File: src/shared/sfe_pkg.sv
// Shared constants, opcodes and state codes of the serial flash front end
package sfe_pkg;
  localparam int SFE_ADDR_W = 19;
  localparam int SFE_BLK_LSB = 16;
  localparam int SFE_BLK_W = 3;
  localparam logic [SFE_ADDR_W-1:0] SFE_SECTOR_MASK = 19'h7F000;
  localparam logic [SFE_ADDR_W-1:0] SFE_BLOCK_MASK = 19'h70000;
  localparam logic [1:0] SFE_ADDR_LAST = 2'h2;
  localparam logic [7:0] SFE_OP_RDSR = 8'h05;
  localparam logic [7:0] SFE_OP_WREN = 8'h06;
  localparam logic [7:0] SFE_OP_WRDI = 8'h04;
  localparam logic [7:0] SFE_OP_WRSR = 8'h01;
  localparam logic [7:0] SFE_OP_SE = 8'h20;
  localparam logic [7:0] SFE_OP_BE = 8'hD8;
  localparam logic [7:0] SFE_OP_FRD_DO = 8'h3B;
  localparam logic [7:0] SFE_OP_FRD_DIO = 8'hBB;
  localparam int SFE_ST_BUSY = 0;
  localparam int SFE_ST_WEL = 1;
  localparam int SFE_ST_BP_LSB = 2;
  localparam int SFE_ST_TB = 5;
  localparam int SFE_ST_BPL = 7;
  localparam logic [2:0] SFE_BP_RESET = 3'h0;
  localparam logic SFE_TB_RESET = 1'b0;
  localparam logic SFE_BPL_RESET = 1'b0;
  localparam logic SFE_WEL_RESET = 1'b0;
  localparam logic [2:0] SFE_BITS_ONE = 3'h1;
  localparam logic [2:0] SFE_BITS_TWO = 3'h2;
  localparam logic [2:0] SFE_LAST_BIT_SINGLE = 3'h7;
  localparam logic [2:0] SFE_LAST_BIT_DUAL = 3'h6;

  typedef enum logic [7:0] {
    SFE_IDLE  = 8'h01,
    SFE_CMD   = 8'h02,
    SFE_ADDR  = 8'h04,
    SFE_DUMMY = 8'h08,
    SFE_DOUT  = 8'h10,
    SFE_STAT  = 8'h20,
    SFE_WRSR  = 8'h40,
    SFE_IGN   = 8'h80
  } sfe_state_type;
endpackage : sfe_pkg

File: src/shared/sfe_prot_if.sv
// Carrier between the front end and its block protection check
`timescale 1ns/1ps
interface sfe_prot_if;
  import sfe_pkg::*;
  logic [2:0] bp;
  logic tb;
  logic [SFE_BLK_W-1:0] blk;
  logic hit;
  modport req (output bp, output tb, output blk, input hit);
  modport chk (input bp, input tb, input blk, output hit);
endinterface : sfe_prot_if

File: src/hw/sfe_prot.sv
// Block protection check: is a 64 KByte block covered by the protect bits
`timescale 1ns/1ps
module sfe_prot
  import sfe_pkg::*;
(
  sfe_prot_if.chk pif
);
  logic [3:0] count;

  // Level 0 none, 1..3 one eighth to one half, 4 and up the whole array
  always_comb begin
    if (pif.bp == 3'h0) begin
      count = 4'h0;
    end else if (pif.bp[2]) begin
      count = 4'h8;
    end else begin
      count = 4'h1 << (pif.bp - 3'h1);
    end
    if (pif.tb) begin
      pif.hit = ({1'b0, pif.blk} < count);
    end else begin
      pif.hit = (count != 4'h0) && ({1'b0, pif.blk} >= (4'h8 - count));
    end
  end
endmodule : sfe_prot

File: src/hw/sfe_sync.sv
// Two flip-flop synchroniser for pin inputs
`timescale 1ns/1ps
module sfe_sync #(
  parameter int W = 1,
  parameter logic [W-1:0] RST_VAL = '0
) (
  input wire logic clk,
  input wire logic rst,
  input wire logic [W-1:0] din,
  output logic [W-1:0] dout
);
  logic [W-1:0] meta;

  // Only the second stage is read by anything
  always_ff @(posedge clk or posedge rst) begin
    if (rst) begin
      meta <= RST_VAL;
      dout <= RST_VAL;
    end else begin
      meta <= din;
      dout <= meta;
    end
  end
endmodule : sfe_sync

File: src/hw/sfe_top.sv
// Serial flash bus front end: framing, hold, status, protection, erase requests
// Summary of operation
// - Inputs captured on serial clock rising edge
// - Output bits change after serial clock falling edge
// - Selection starts only on chip select fall
// - Chip select high: deselected, standby, bus ignored
// - Both clock idle levels, modes 0 and 3
// - 3B dual output read, BB dual io read
// - Dual mode: both lines in and out
// - Hold suspends sequence keeping its place
// - Write protect pin gates the lock bit
// - Busy bit shows erase in progress; polled
// - Protected blocks refuse erase
// - Sector erase: aligned 4 KByte
// - Block erase: aligned 64 KByte
// - Hold edges count only while clock low
// - Held: output floats, inputs ignored
// - Busy bit 0, latch bit 1, reset zero
`timescale 1ns/1ps
module sfe_top
  import sfe_pkg::*;
(
  input wire logic clk,
  input wire logic rst,
  input wire logic sck,
  input wire logic cs_n,
  input wire logic hold_n,
  input wire logic wp_n,
  input wire logic io0_in,
  output logic io0_out,
  output logic io0_oe,
  input wire logic io1_in,
  output logic io1_out,
  output logic io1_oe,
  input wire logic array_busy,
  input wire logic [7:0] rd_data,
  output logic [SFE_ADDR_W-1:0] rd_addr,
  output logic erase_sector,
  output logic erase_block,
  output logic [SFE_ADDR_W-1:0] erase_addr,
  output logic standby
);
  logic sck_s, cs_s, hold_s, wp_s, io0_s, io1_s;
  logic sck_prev, cs_prev, hold_prev;
  logic next_sck_prev, next_cs_prev, next_hold_prev;
  sfe_state_type state, next_state;
  logic [2:0] bit_cnt, next_bit_cnt, ocnt, next_ocnt;
  logic [1:0] byte_cnt, next_byte_cnt;
  logic [7:0] shift_in, next_shift_in, shift_out, next_shift_out, opcode, next_opcode;
  logic dual_in, next_dual_in, dual_out, next_dual_out, held, next_held, drv, next_drv;
  logic write_enable_latch, next_wel, tb, next_tb, protect_lock_bit, next_bpl;
  logic [2:0] bp, next_bp;
  logic [SFE_ADDR_W-1:0] next_rd_addr, next_erase_addr, new_addr;
  logic next_erase_sector, next_erase_block, next_standby;
  logic next_io0_out, next_io1_out, next_io0_oe, next_io1_oe;
  logic sck_rise, sck_fall, cs_fall, hold_fall, hold_rise, byte_done, may_write;
  logic [7:0] rx_byte, tx_byte, status_byte;

  // Reset levels match the idle pins: chip select, hold and protect high, so no false edge
  sfe_sync #(.W(6), .RST_VAL(6'h1C)) u_sync (
    .clk(clk),
    .rst(rst),
    .din({sck, cs_n, hold_n, wp_n, io0_in, io1_in}),
    .dout({sck_s, cs_s, hold_s, wp_s, io0_s, io1_s})
  );

  sfe_prot_if pif ();
  sfe_prot u_prot (.pif(pif.chk));

  // Edge detection on the sampled clock works for either idle level
  assign sck_rise = sck_s && !sck_prev;
  assign sck_fall = !sck_s && sck_prev;
  assign cs_fall = cs_prev && !cs_s;
  assign hold_fall = hold_prev && !hold_s;
  assign hold_rise = !hold_prev && hold_s;
  assign byte_done = bit_cnt == (dual_in ? SFE_LAST_BIT_DUAL : SFE_LAST_BIT_SINGLE);
  assign rx_byte = dual_in ? {shift_in[5:0], io1_s, io0_s} : {shift_in[6:0], io0_s};
  assign new_addr = {rd_addr[SFE_ADDR_W-9:0], rx_byte};
  assign status_byte = {protect_lock_bit, 1'b0, tb, bp, write_enable_latch, array_busy};
  assign tx_byte = (ocnt != 3'h0) ? shift_out : (state == SFE_STAT) ? status_byte : rd_data;
  assign may_write = write_enable_latch && (wp_s || !protect_lock_bit);
  assign pif.bp = bp;
  assign pif.tb = tb;
  assign pif.blk = new_addr[SFE_BLK_LSB +: SFE_BLK_W];

  always_comb begin
    next_sck_prev = sck_s;
    next_cs_prev = cs_s;
    next_hold_prev = hold_s;
    next_state = state;
    next_bit_cnt = bit_cnt;
    next_byte_cnt = byte_cnt;
    next_ocnt = ocnt;
    next_shift_in = shift_in;
    next_shift_out = shift_out;
    next_opcode = opcode;
    next_dual_in = dual_in;
    next_dual_out = dual_out;
    next_held = held;
    next_drv = drv;
    next_wel = write_enable_latch;
    next_bp = bp;
    next_tb = tb;
    next_bpl = protect_lock_bit;
    next_rd_addr = rd_addr;
    next_erase_addr = erase_addr;
    next_erase_sector = 1'b0;
    next_erase_block = 1'b0;
    next_io0_out = io0_out;
    next_io1_out = io1_out;
    next_standby = cs_s;
    if (cs_s) begin
      next_held = 1'b0;
    end else if (!held && hold_fall && !sck_s) begin
      next_held = 1'b1;
    end else if (held && hold_rise && !sck_s) begin
      next_held = 1'b0;
    end
    if (cs_s) begin
      // A rise of chip select mid-sequence abandons it
      next_state = SFE_IDLE;
      next_bit_cnt = 3'h0;
      next_byte_cnt = 2'h0;
      next_ocnt = 3'h0;
      next_dual_in = 1'b0;
      next_dual_out = 1'b0;
      next_drv = 1'b0;
    end else if (cs_fall) begin
      next_state = SFE_CMD;
    end else if (!held && sck_rise && (state == SFE_CMD || state == SFE_ADDR ||
                 state == SFE_DUMMY || state == SFE_WRSR)) begin
      next_shift_in = rx_byte;
      next_bit_cnt = bit_cnt + (dual_in ? SFE_BITS_TWO : SFE_BITS_ONE);
      if (byte_done) begin
        unique case (state)
          SFE_CMD: begin
            next_opcode = rx_byte;
            next_state = SFE_IGN;
            // While busy only the status read is taken
            if (rx_byte == SFE_OP_RDSR) begin
              next_state = SFE_STAT;
            end else if (!array_busy) begin
              unique case (rx_byte)
                SFE_OP_WREN: next_wel = 1'b1;
                SFE_OP_WRDI: next_wel = 1'b0;
                SFE_OP_WRSR: next_state = SFE_WRSR;
                SFE_OP_SE, SFE_OP_BE, SFE_OP_FRD_DO: next_state = SFE_ADDR;
                SFE_OP_FRD_DIO: begin
                  next_state = SFE_ADDR;
                  next_dual_in = 1'b1;
                end
                default: next_state = SFE_IGN;
              endcase
            end
          end
          SFE_ADDR: begin
            next_rd_addr = new_addr;
            next_byte_cnt = byte_cnt + 2'h1;
            if (byte_cnt == SFE_ADDR_LAST) begin
              if (opcode == SFE_OP_SE || opcode == SFE_OP_BE) begin
                next_state = SFE_IGN;
                next_wel = 1'b0;
                next_erase_sector = (opcode == SFE_OP_SE) && write_enable_latch && !pif.hit;
                next_erase_block = (opcode == SFE_OP_BE) && write_enable_latch && !pif.hit;
                next_erase_addr = new_addr & ((opcode == SFE_OP_SE) ?
                                  SFE_SECTOR_MASK : SFE_BLOCK_MASK);
              end else begin
                next_state = SFE_DUMMY;
              end
            end
          end
          SFE_DUMMY: begin
            next_state = SFE_DOUT;
            next_dual_in = 1'b0;
            next_dual_out = 1'b1;
          end
          SFE_WRSR: begin
            next_state = SFE_IGN;
            next_wel = 1'b0;
            if (may_write) begin
              next_bp = rx_byte[SFE_ST_BP_LSB +: 3];
              next_tb = rx_byte[SFE_ST_TB];
              next_bpl = rx_byte[SFE_ST_BPL];
            end
          end
          default: next_state = SFE_IGN;
        endcase
      end
    end else if (!held && sck_fall && (state == SFE_DOUT || state == SFE_STAT)) begin
      // The array has many system clocks between serial edges to settle
      next_drv = 1'b1;
      next_io1_out = tx_byte[7];
      if (dual_out) begin
        next_io0_out = tx_byte[6];
        next_shift_out = {tx_byte[5:0], 2'b00};
        next_ocnt = ocnt + SFE_BITS_TWO;
      end else begin
        next_shift_out = {tx_byte[6:0], 1'b0};
        next_ocnt = ocnt + SFE_BITS_ONE;
      end
      if (ocnt == 3'h0 && state == SFE_DOUT) begin
        next_rd_addr = rd_addr + {{(SFE_ADDR_W-1){1'b0}}, 1'b1};
      end
    end
    next_io1_oe = !cs_s && !next_held && next_drv;
    next_io0_oe = !cs_s && !next_held && next_drv && next_dual_out;
  end

  always_ff @(posedge clk or posedge rst) begin
    if (rst) begin
      sck_prev <= 1'b0;
      cs_prev <= 1'b1;
      hold_prev <= 1'b1;
      state <= SFE_IDLE;
      bit_cnt <= 3'h0;
      byte_cnt <= 2'h0;
      ocnt <= 3'h0;
      shift_in <= 8'h00;
      shift_out <= 8'h00;
      opcode <= 8'h00;
      dual_in <= 1'b0;
      dual_out <= 1'b0;
      held <= 1'b0;
      drv <= 1'b0;
      write_enable_latch <= SFE_WEL_RESET;
      bp <= SFE_BP_RESET;
      tb <= SFE_TB_RESET;
      protect_lock_bit <= SFE_BPL_RESET;
      rd_addr <= '0;
      erase_addr <= '0;
      erase_sector <= 1'b0;
      erase_block <= 1'b0;
      io0_out <= 1'b0;
      io1_out <= 1'b0;
      io0_oe <= 1'b0;
      io1_oe <= 1'b0;
      standby <= 1'b1;
    end else begin
      sck_prev <= next_sck_prev;
      cs_prev <= next_cs_prev;
      hold_prev <= next_hold_prev;
      state <= next_state;
      bit_cnt <= next_bit_cnt;
      byte_cnt <= next_byte_cnt;
      ocnt <= next_ocnt;
      shift_in <= next_shift_in;
      shift_out <= next_shift_out;
      opcode <= next_opcode;
      dual_in <= next_dual_in;
      dual_out <= next_dual_out;
      held <= next_held;
      drv <= next_drv;
      write_enable_latch <= next_wel;
      bp <= next_bp;
      tb <= next_tb;
      protect_lock_bit <= next_bpl;
      rd_addr <= next_rd_addr;
      erase_addr <= next_erase_addr;
      erase_sector <= next_erase_sector;
      erase_block <= next_erase_block;
      io0_out <= next_io0_out;
      io1_out <= next_io1_out;
      io0_oe <= next_io0_oe;
      io1_oe <= next_io1_oe;
      standby <= next_standby;
    end
  end
endmodule : sfe_top

File: config.mk
export PLATFORM = sky130hd
export DESIGN_NAME = sfe_top
export DESIGN_NICKNAME = d
export VERILOG_FILES = /design/src/shared/sfe_pkg.sv /design/src/shared/sfe_prot_if.sv /design/src/hw/sfe_prot.sv /design/src/hw/sfe_sync.sv /design/src/hw/sfe_top.sv
export SDC_FILE = /design/constraint.sdc
export NUM_CORES = 1
export LEC_CHECK = 0
export BUFFER_PORTS_ARGS = -buffer_cell sky130_fd_sc_hd__buf_4
export CAP_MARGIN = 20
export CORE_MARGIN = 5
export CORE_UTILIZATION = 40
export CTS_CLUSTER_SIZE = 24
export DETAILED_ROUTE_END_ITERATION = 8
export PLACE_DENSITY = 0.65
export SKIP_CTS_REPAIR_TIMING = 1
export SLEW_MARGIN = 20
export SYNTH_ARGS = -nofsm -noshare
export SYNTH_HDL_FRONTEND = slang
export SYNTH_SLANG_ARGS = --single-unit
File: constraint.sdc
create_clock -name clk -period 3.15 [get_ports clk]
set_input_delay 0.4725 -clock clk [delete_from_list [all_inputs] [get_ports clk]]
set_output_delay 0.4725 -clock clk [all_outputs]
set_load 0.005 [all_outputs]
==> out/metrics.yaml <==
clock_network:
  clock_latency_ns: 0.36
  tritoncts_num_sinks: 95
  clock_path_buffers: 2
  htree_levels: 3
  root_buffer: "sky130_fd_sc_hd__clkbuf_16"
  number_of_buffers_added_by_the_clock_tree_synthesis_step: 9
  tritoncts: "built"
  worst_setup_hold_path_clk_slew_ns: 0.06
setup_path:
  regToRegSetupSlack_ns: 0.38
  worstSetupEndpointType: "register"
  worstRegToRegCells: 13
  worst-endpoint-required_ns: 3.39
  worstReg2RegStart: "bp[0]"
  data_arrival_time_of_the_worst_path_ns: 3.01
  crit_fanout: 7
  startpoint_type: "register"
  rr_endpoint: "erase_block"
  crit_type: "reg -> reg"
die:
  placement_rows: 41
  io_pins: 62
  die-area_um2: 15400
  die_height_um: 124
  start_util_pct: 41.0
  fp.coreArea_um2: 12700
  die_w_um: 124
routing:
  detail_route.iter0.violations: 282
  final_antenna_net_count: 0
  route.vias.total: 4271
  wl_per_cell_um: 15.9
  detail_route.first_pass.iterations: 5
  finalWirelength_um: 12500
  avgViaCountPerCell: 5.43
  drc: 0
place:
  detailedPlacementHpwl_um: 8890
  dpl-instance-area_um2: 5710
  place_ws_ns: 0.379
  numPortBuffers: 49
  place.gp.congestion: 0.895
sta:
  final_max_slew_viol_count: 0
  worst_slew_pin_slew_ns: 0.953
  setup_viol: 0
  timing.final.crit_share_pct: 87.8
  timing.final.ws_setup_ns: 0.384
  maxClockFrequency_mhz: 361
  final_hold_viol_count: 0
  skew_ns: 0.0104
  grt_setup_unrepaired: "false"
  tns_ns: 0
  min_period_ns: 2.77
  slew_headroom_pct: 35.9
synthesis:
  netlist-cell-type-count: 70
  synth_top_area_share_pct: 41.4
  synthesis.area_per_instance_um2: 9.23
  yosys-top-cells-area: "sky130_fd_sc_hd__dfrtp_1, sky130_fd_sc_hd__dfstp_2, sky130_fd_sc_hd__a21oi_1"
  postSynthCellCount: 563
  synth-async-reset-ratio_pct: 100
  yosys_register_bits: 95
  syn_area_um2: 5190
  dominant_register_cell_in_the_synthesized_netlist: "sky130_fd_sc_hd__dfrtp_1"
  synth_sequential_area_ratio_pct: 46.0
  post-synth-top-area-cell: "sky130_fd_sc_hd__dfrtp_1"
  yosys_warnings: 0
  synth_edf_count: 0
layout:
  combined_area_of_the_multi_input_logic_cells_um2: 2550
  final_nets: 639
  num-fill-cells: 1206
  ff_latch_area_um2: 2390
  diodes: 0
  syn_to_final_growth_pct: 16.2
  finish.instance_area_um2: 6040
  drive_above_1_share_pct: 18.2
  postLayoutCoreUtil_pct: 47.6
min_path:
  holdCritPathClass: "in -> reg"
  hold_path_depth: 1
  worst_hold_path.endpoint: "u_sync.meta[4]"
  min-delay-start: "cs_n"
grt:
  grt_max_degree: 57
  grt_usage_pct: 17.6
  grt_remaining_overflow: 0
  grt_first_pass_wirelength_um: 21000
  first_global_vias: 4232
  antenna_violations_before_repair: 0
run_status:
  outcome: "completed"
job:
  cap_violations: 0
power:
  leakagePower_nw: 2.66
  max-vdd-ir-drop_mv: 0.245
  pwr_density_cell_nw_per_um2: 423
-- state kept, by name, indices dropped and copies added, names as in the netlist, 2 cells and up --
name,cells
bit_cnt,3
bp,3
byte_cnt,2
erase_addr,7
ocnt,3
opcode,8
rd_addr,19
shift_in,7
shift_out,7
state,8
u_sync.dout,6
u_sync.meta,6
-- routing by layer --
layer / part of all wire (%) / GRT usage (%)
met1: 46 / 23.6
met4: 1.3 / 5.68
met5: 0 / 0
met2: 46 / 27.4
met3: 6.4 / 5.18
-- worst max path at each step --
stage | cells past startpoint | startpoint | to
CTS | 13 | bp[0] | erase_block
global route | 13 | bp[0] | erase_block
finish | 13 | bp[0] | erase_block
detailed placement | 13 | bp[0] | erase_block
global placement | 13 | bp[1] | erase_block
floorplan | 1 | rst | bit_cnt[0]
-- layout by cell type (no fill, tap or decap), drive strengths merged, types with 3 or more instances in the layout --
cell type	n
dfrtp	86
buf	61
o21ai	60
nand2	58
nor2	57
a21oi	44
inv	22
nand3	19
mux2i	17
mux2	15
ha	12
conb	12
nor3	12
clkbuf	11
nor4	10
dfstp	9
nand2b	7
nor2b	7
nand4	7
nor3b	6
a22oi	6
o31ai	5
a31oi	4
o21a	4
and3	4
and2	4
and3b	3
o22ai	3
xnor2	3
o2bb2ai	3
or3	3
or2	3
-- synthesized netlist by cell type (4+ instances only) --
| cell type | n |
|---|---|
| sky130_fd_sc_hd__a21oi_1 | 44 |
| sky130_fd_sc_hd__inv_1 | 22 |
| sky130_fd_sc_hd__nand2_1 | 56 |
| sky130_fd_sc_hd__nor3b_1 | 6 |
| sky130_fd_sc_hd__buf_2 | 10 |
| sky130_fd_sc_hd__o21ai_1 | 37 |
| sky130_fd_sc_hd__o31ai_1 | 5 |
| sky130_fd_sc_hd__ha_1 | 12 |
| sky130_fd_sc_hd__nor3_1 | 11 |
| sky130_fd_sc_hd__and2_1 | 4 |
| sky130_fd_sc_hd__nor2_1 | 55 |
| sky130_fd_sc_hd__nand2b_1 | 7 |
| sky130_fd_sc_hd__mux2i_1 | 16 |
| sky130_fd_sc_hd__dfstp_2 | 9 |
| sky130_fd_sc_hd__nand3_1 | 18 |
| sky130_fd_sc_hd__nand4_1 | 7 |
| sky130_fd_sc_hd__mux2_2 | 11 |
| sky130_fd_sc_hd__o21a_1 | 4 |
| sky130_fd_sc_hd__and3_1 | 4 |
| sky130_fd_sc_hd__o21ai_0 | 23 |
| sky130_fd_sc_hd__buf_4 | 14 |
| sky130_fd_sc_hd__nor2b_1 | 7 |
| sky130_fd_sc_hd__dfrtp_1 | 86 |
| sky130_fd_sc_hd__clkbuf_1 | 12 |
| sky130_fd_sc_hd__a22oi_1 | 6 |
| sky130_fd_sc_hd__a31oi_1 | 4 |
| sky130_fd_sc_hd__nor4_1 | 8 |
-- final cells by class --
type / count / area share, %
Clock buffer: 11 / 4.02
Clock inverter: 5 / 1.35
Tap cell: 172 / 3.57
Inverter: 22 / 1.41
Sequential cell: 95 / 39.6
Timing Repair Buffer: 61 / 7.79
Multi-Input combinational cell: 420 / 42.3
-- worst max-delay path, cell delays in order, from the launching register on --
cell and delay (ns):
sky130_fd_sc_hd__dfrtp_1 0.44, sky130_fd_sc_hd__nor2_1 0.16, sky130_fd_sc_hd__ha_1 0.29, sky130_fd_sc_hd__nor2_1 0.19
sky130_fd_sc_hd__nand2_1 0.08, sky130_fd_sc_hd__nor2_1 0.12, sky130_fd_sc_hd__inv_1 0.06, sky130_fd_sc_hd__ha_1 0.23
sky130_fd_sc_hd__xnor2_1 0.14, sky130_fd_sc_hd__ha_1 0.27, sky130_fd_sc_hd__a21boi_0 0.18, sky130_fd_sc_hd__o22ai_1 0.10
sky130_fd_sc_hd__o2111a_1 0.25, sky130_fd_sc_hd__and2_1 0.14
-- power breakdown --
| part | internal (mW) | total, mW | switching, mW |
|---|---|---|---|
| combinational | 0.0385 | 0.108 | 0.0698 |
| clock | 0.717 | 1.19 | 0.471 |
| sequential | 1.24 | 1.26 | 0.0184 |
-- cell families after synthesis --
family | share of synthesized area [%]
simple gates | 20.0
xor+xnor | 0.675
buf+inv | 5.66
flops | 46.0
mux | 6.82
other cells | 0.0722
fa+ha+maj | 3.28
compound gates | 17.5
-- through the flow --
step | total power [mW] | hold slack (ns) | instances
final | 2.55 | 0.221 | 786
after detailed placement | 1.39 | 0.337 | 770
after global routing | 2.66 | 0.201 | 786
after CTS | 2.59 | 0.201 | 786
after floorplan | 1.36 | 0.331 | 574
after global placement | 1.39 | 0.331 | 770
(Power assumes the default switching activity.)
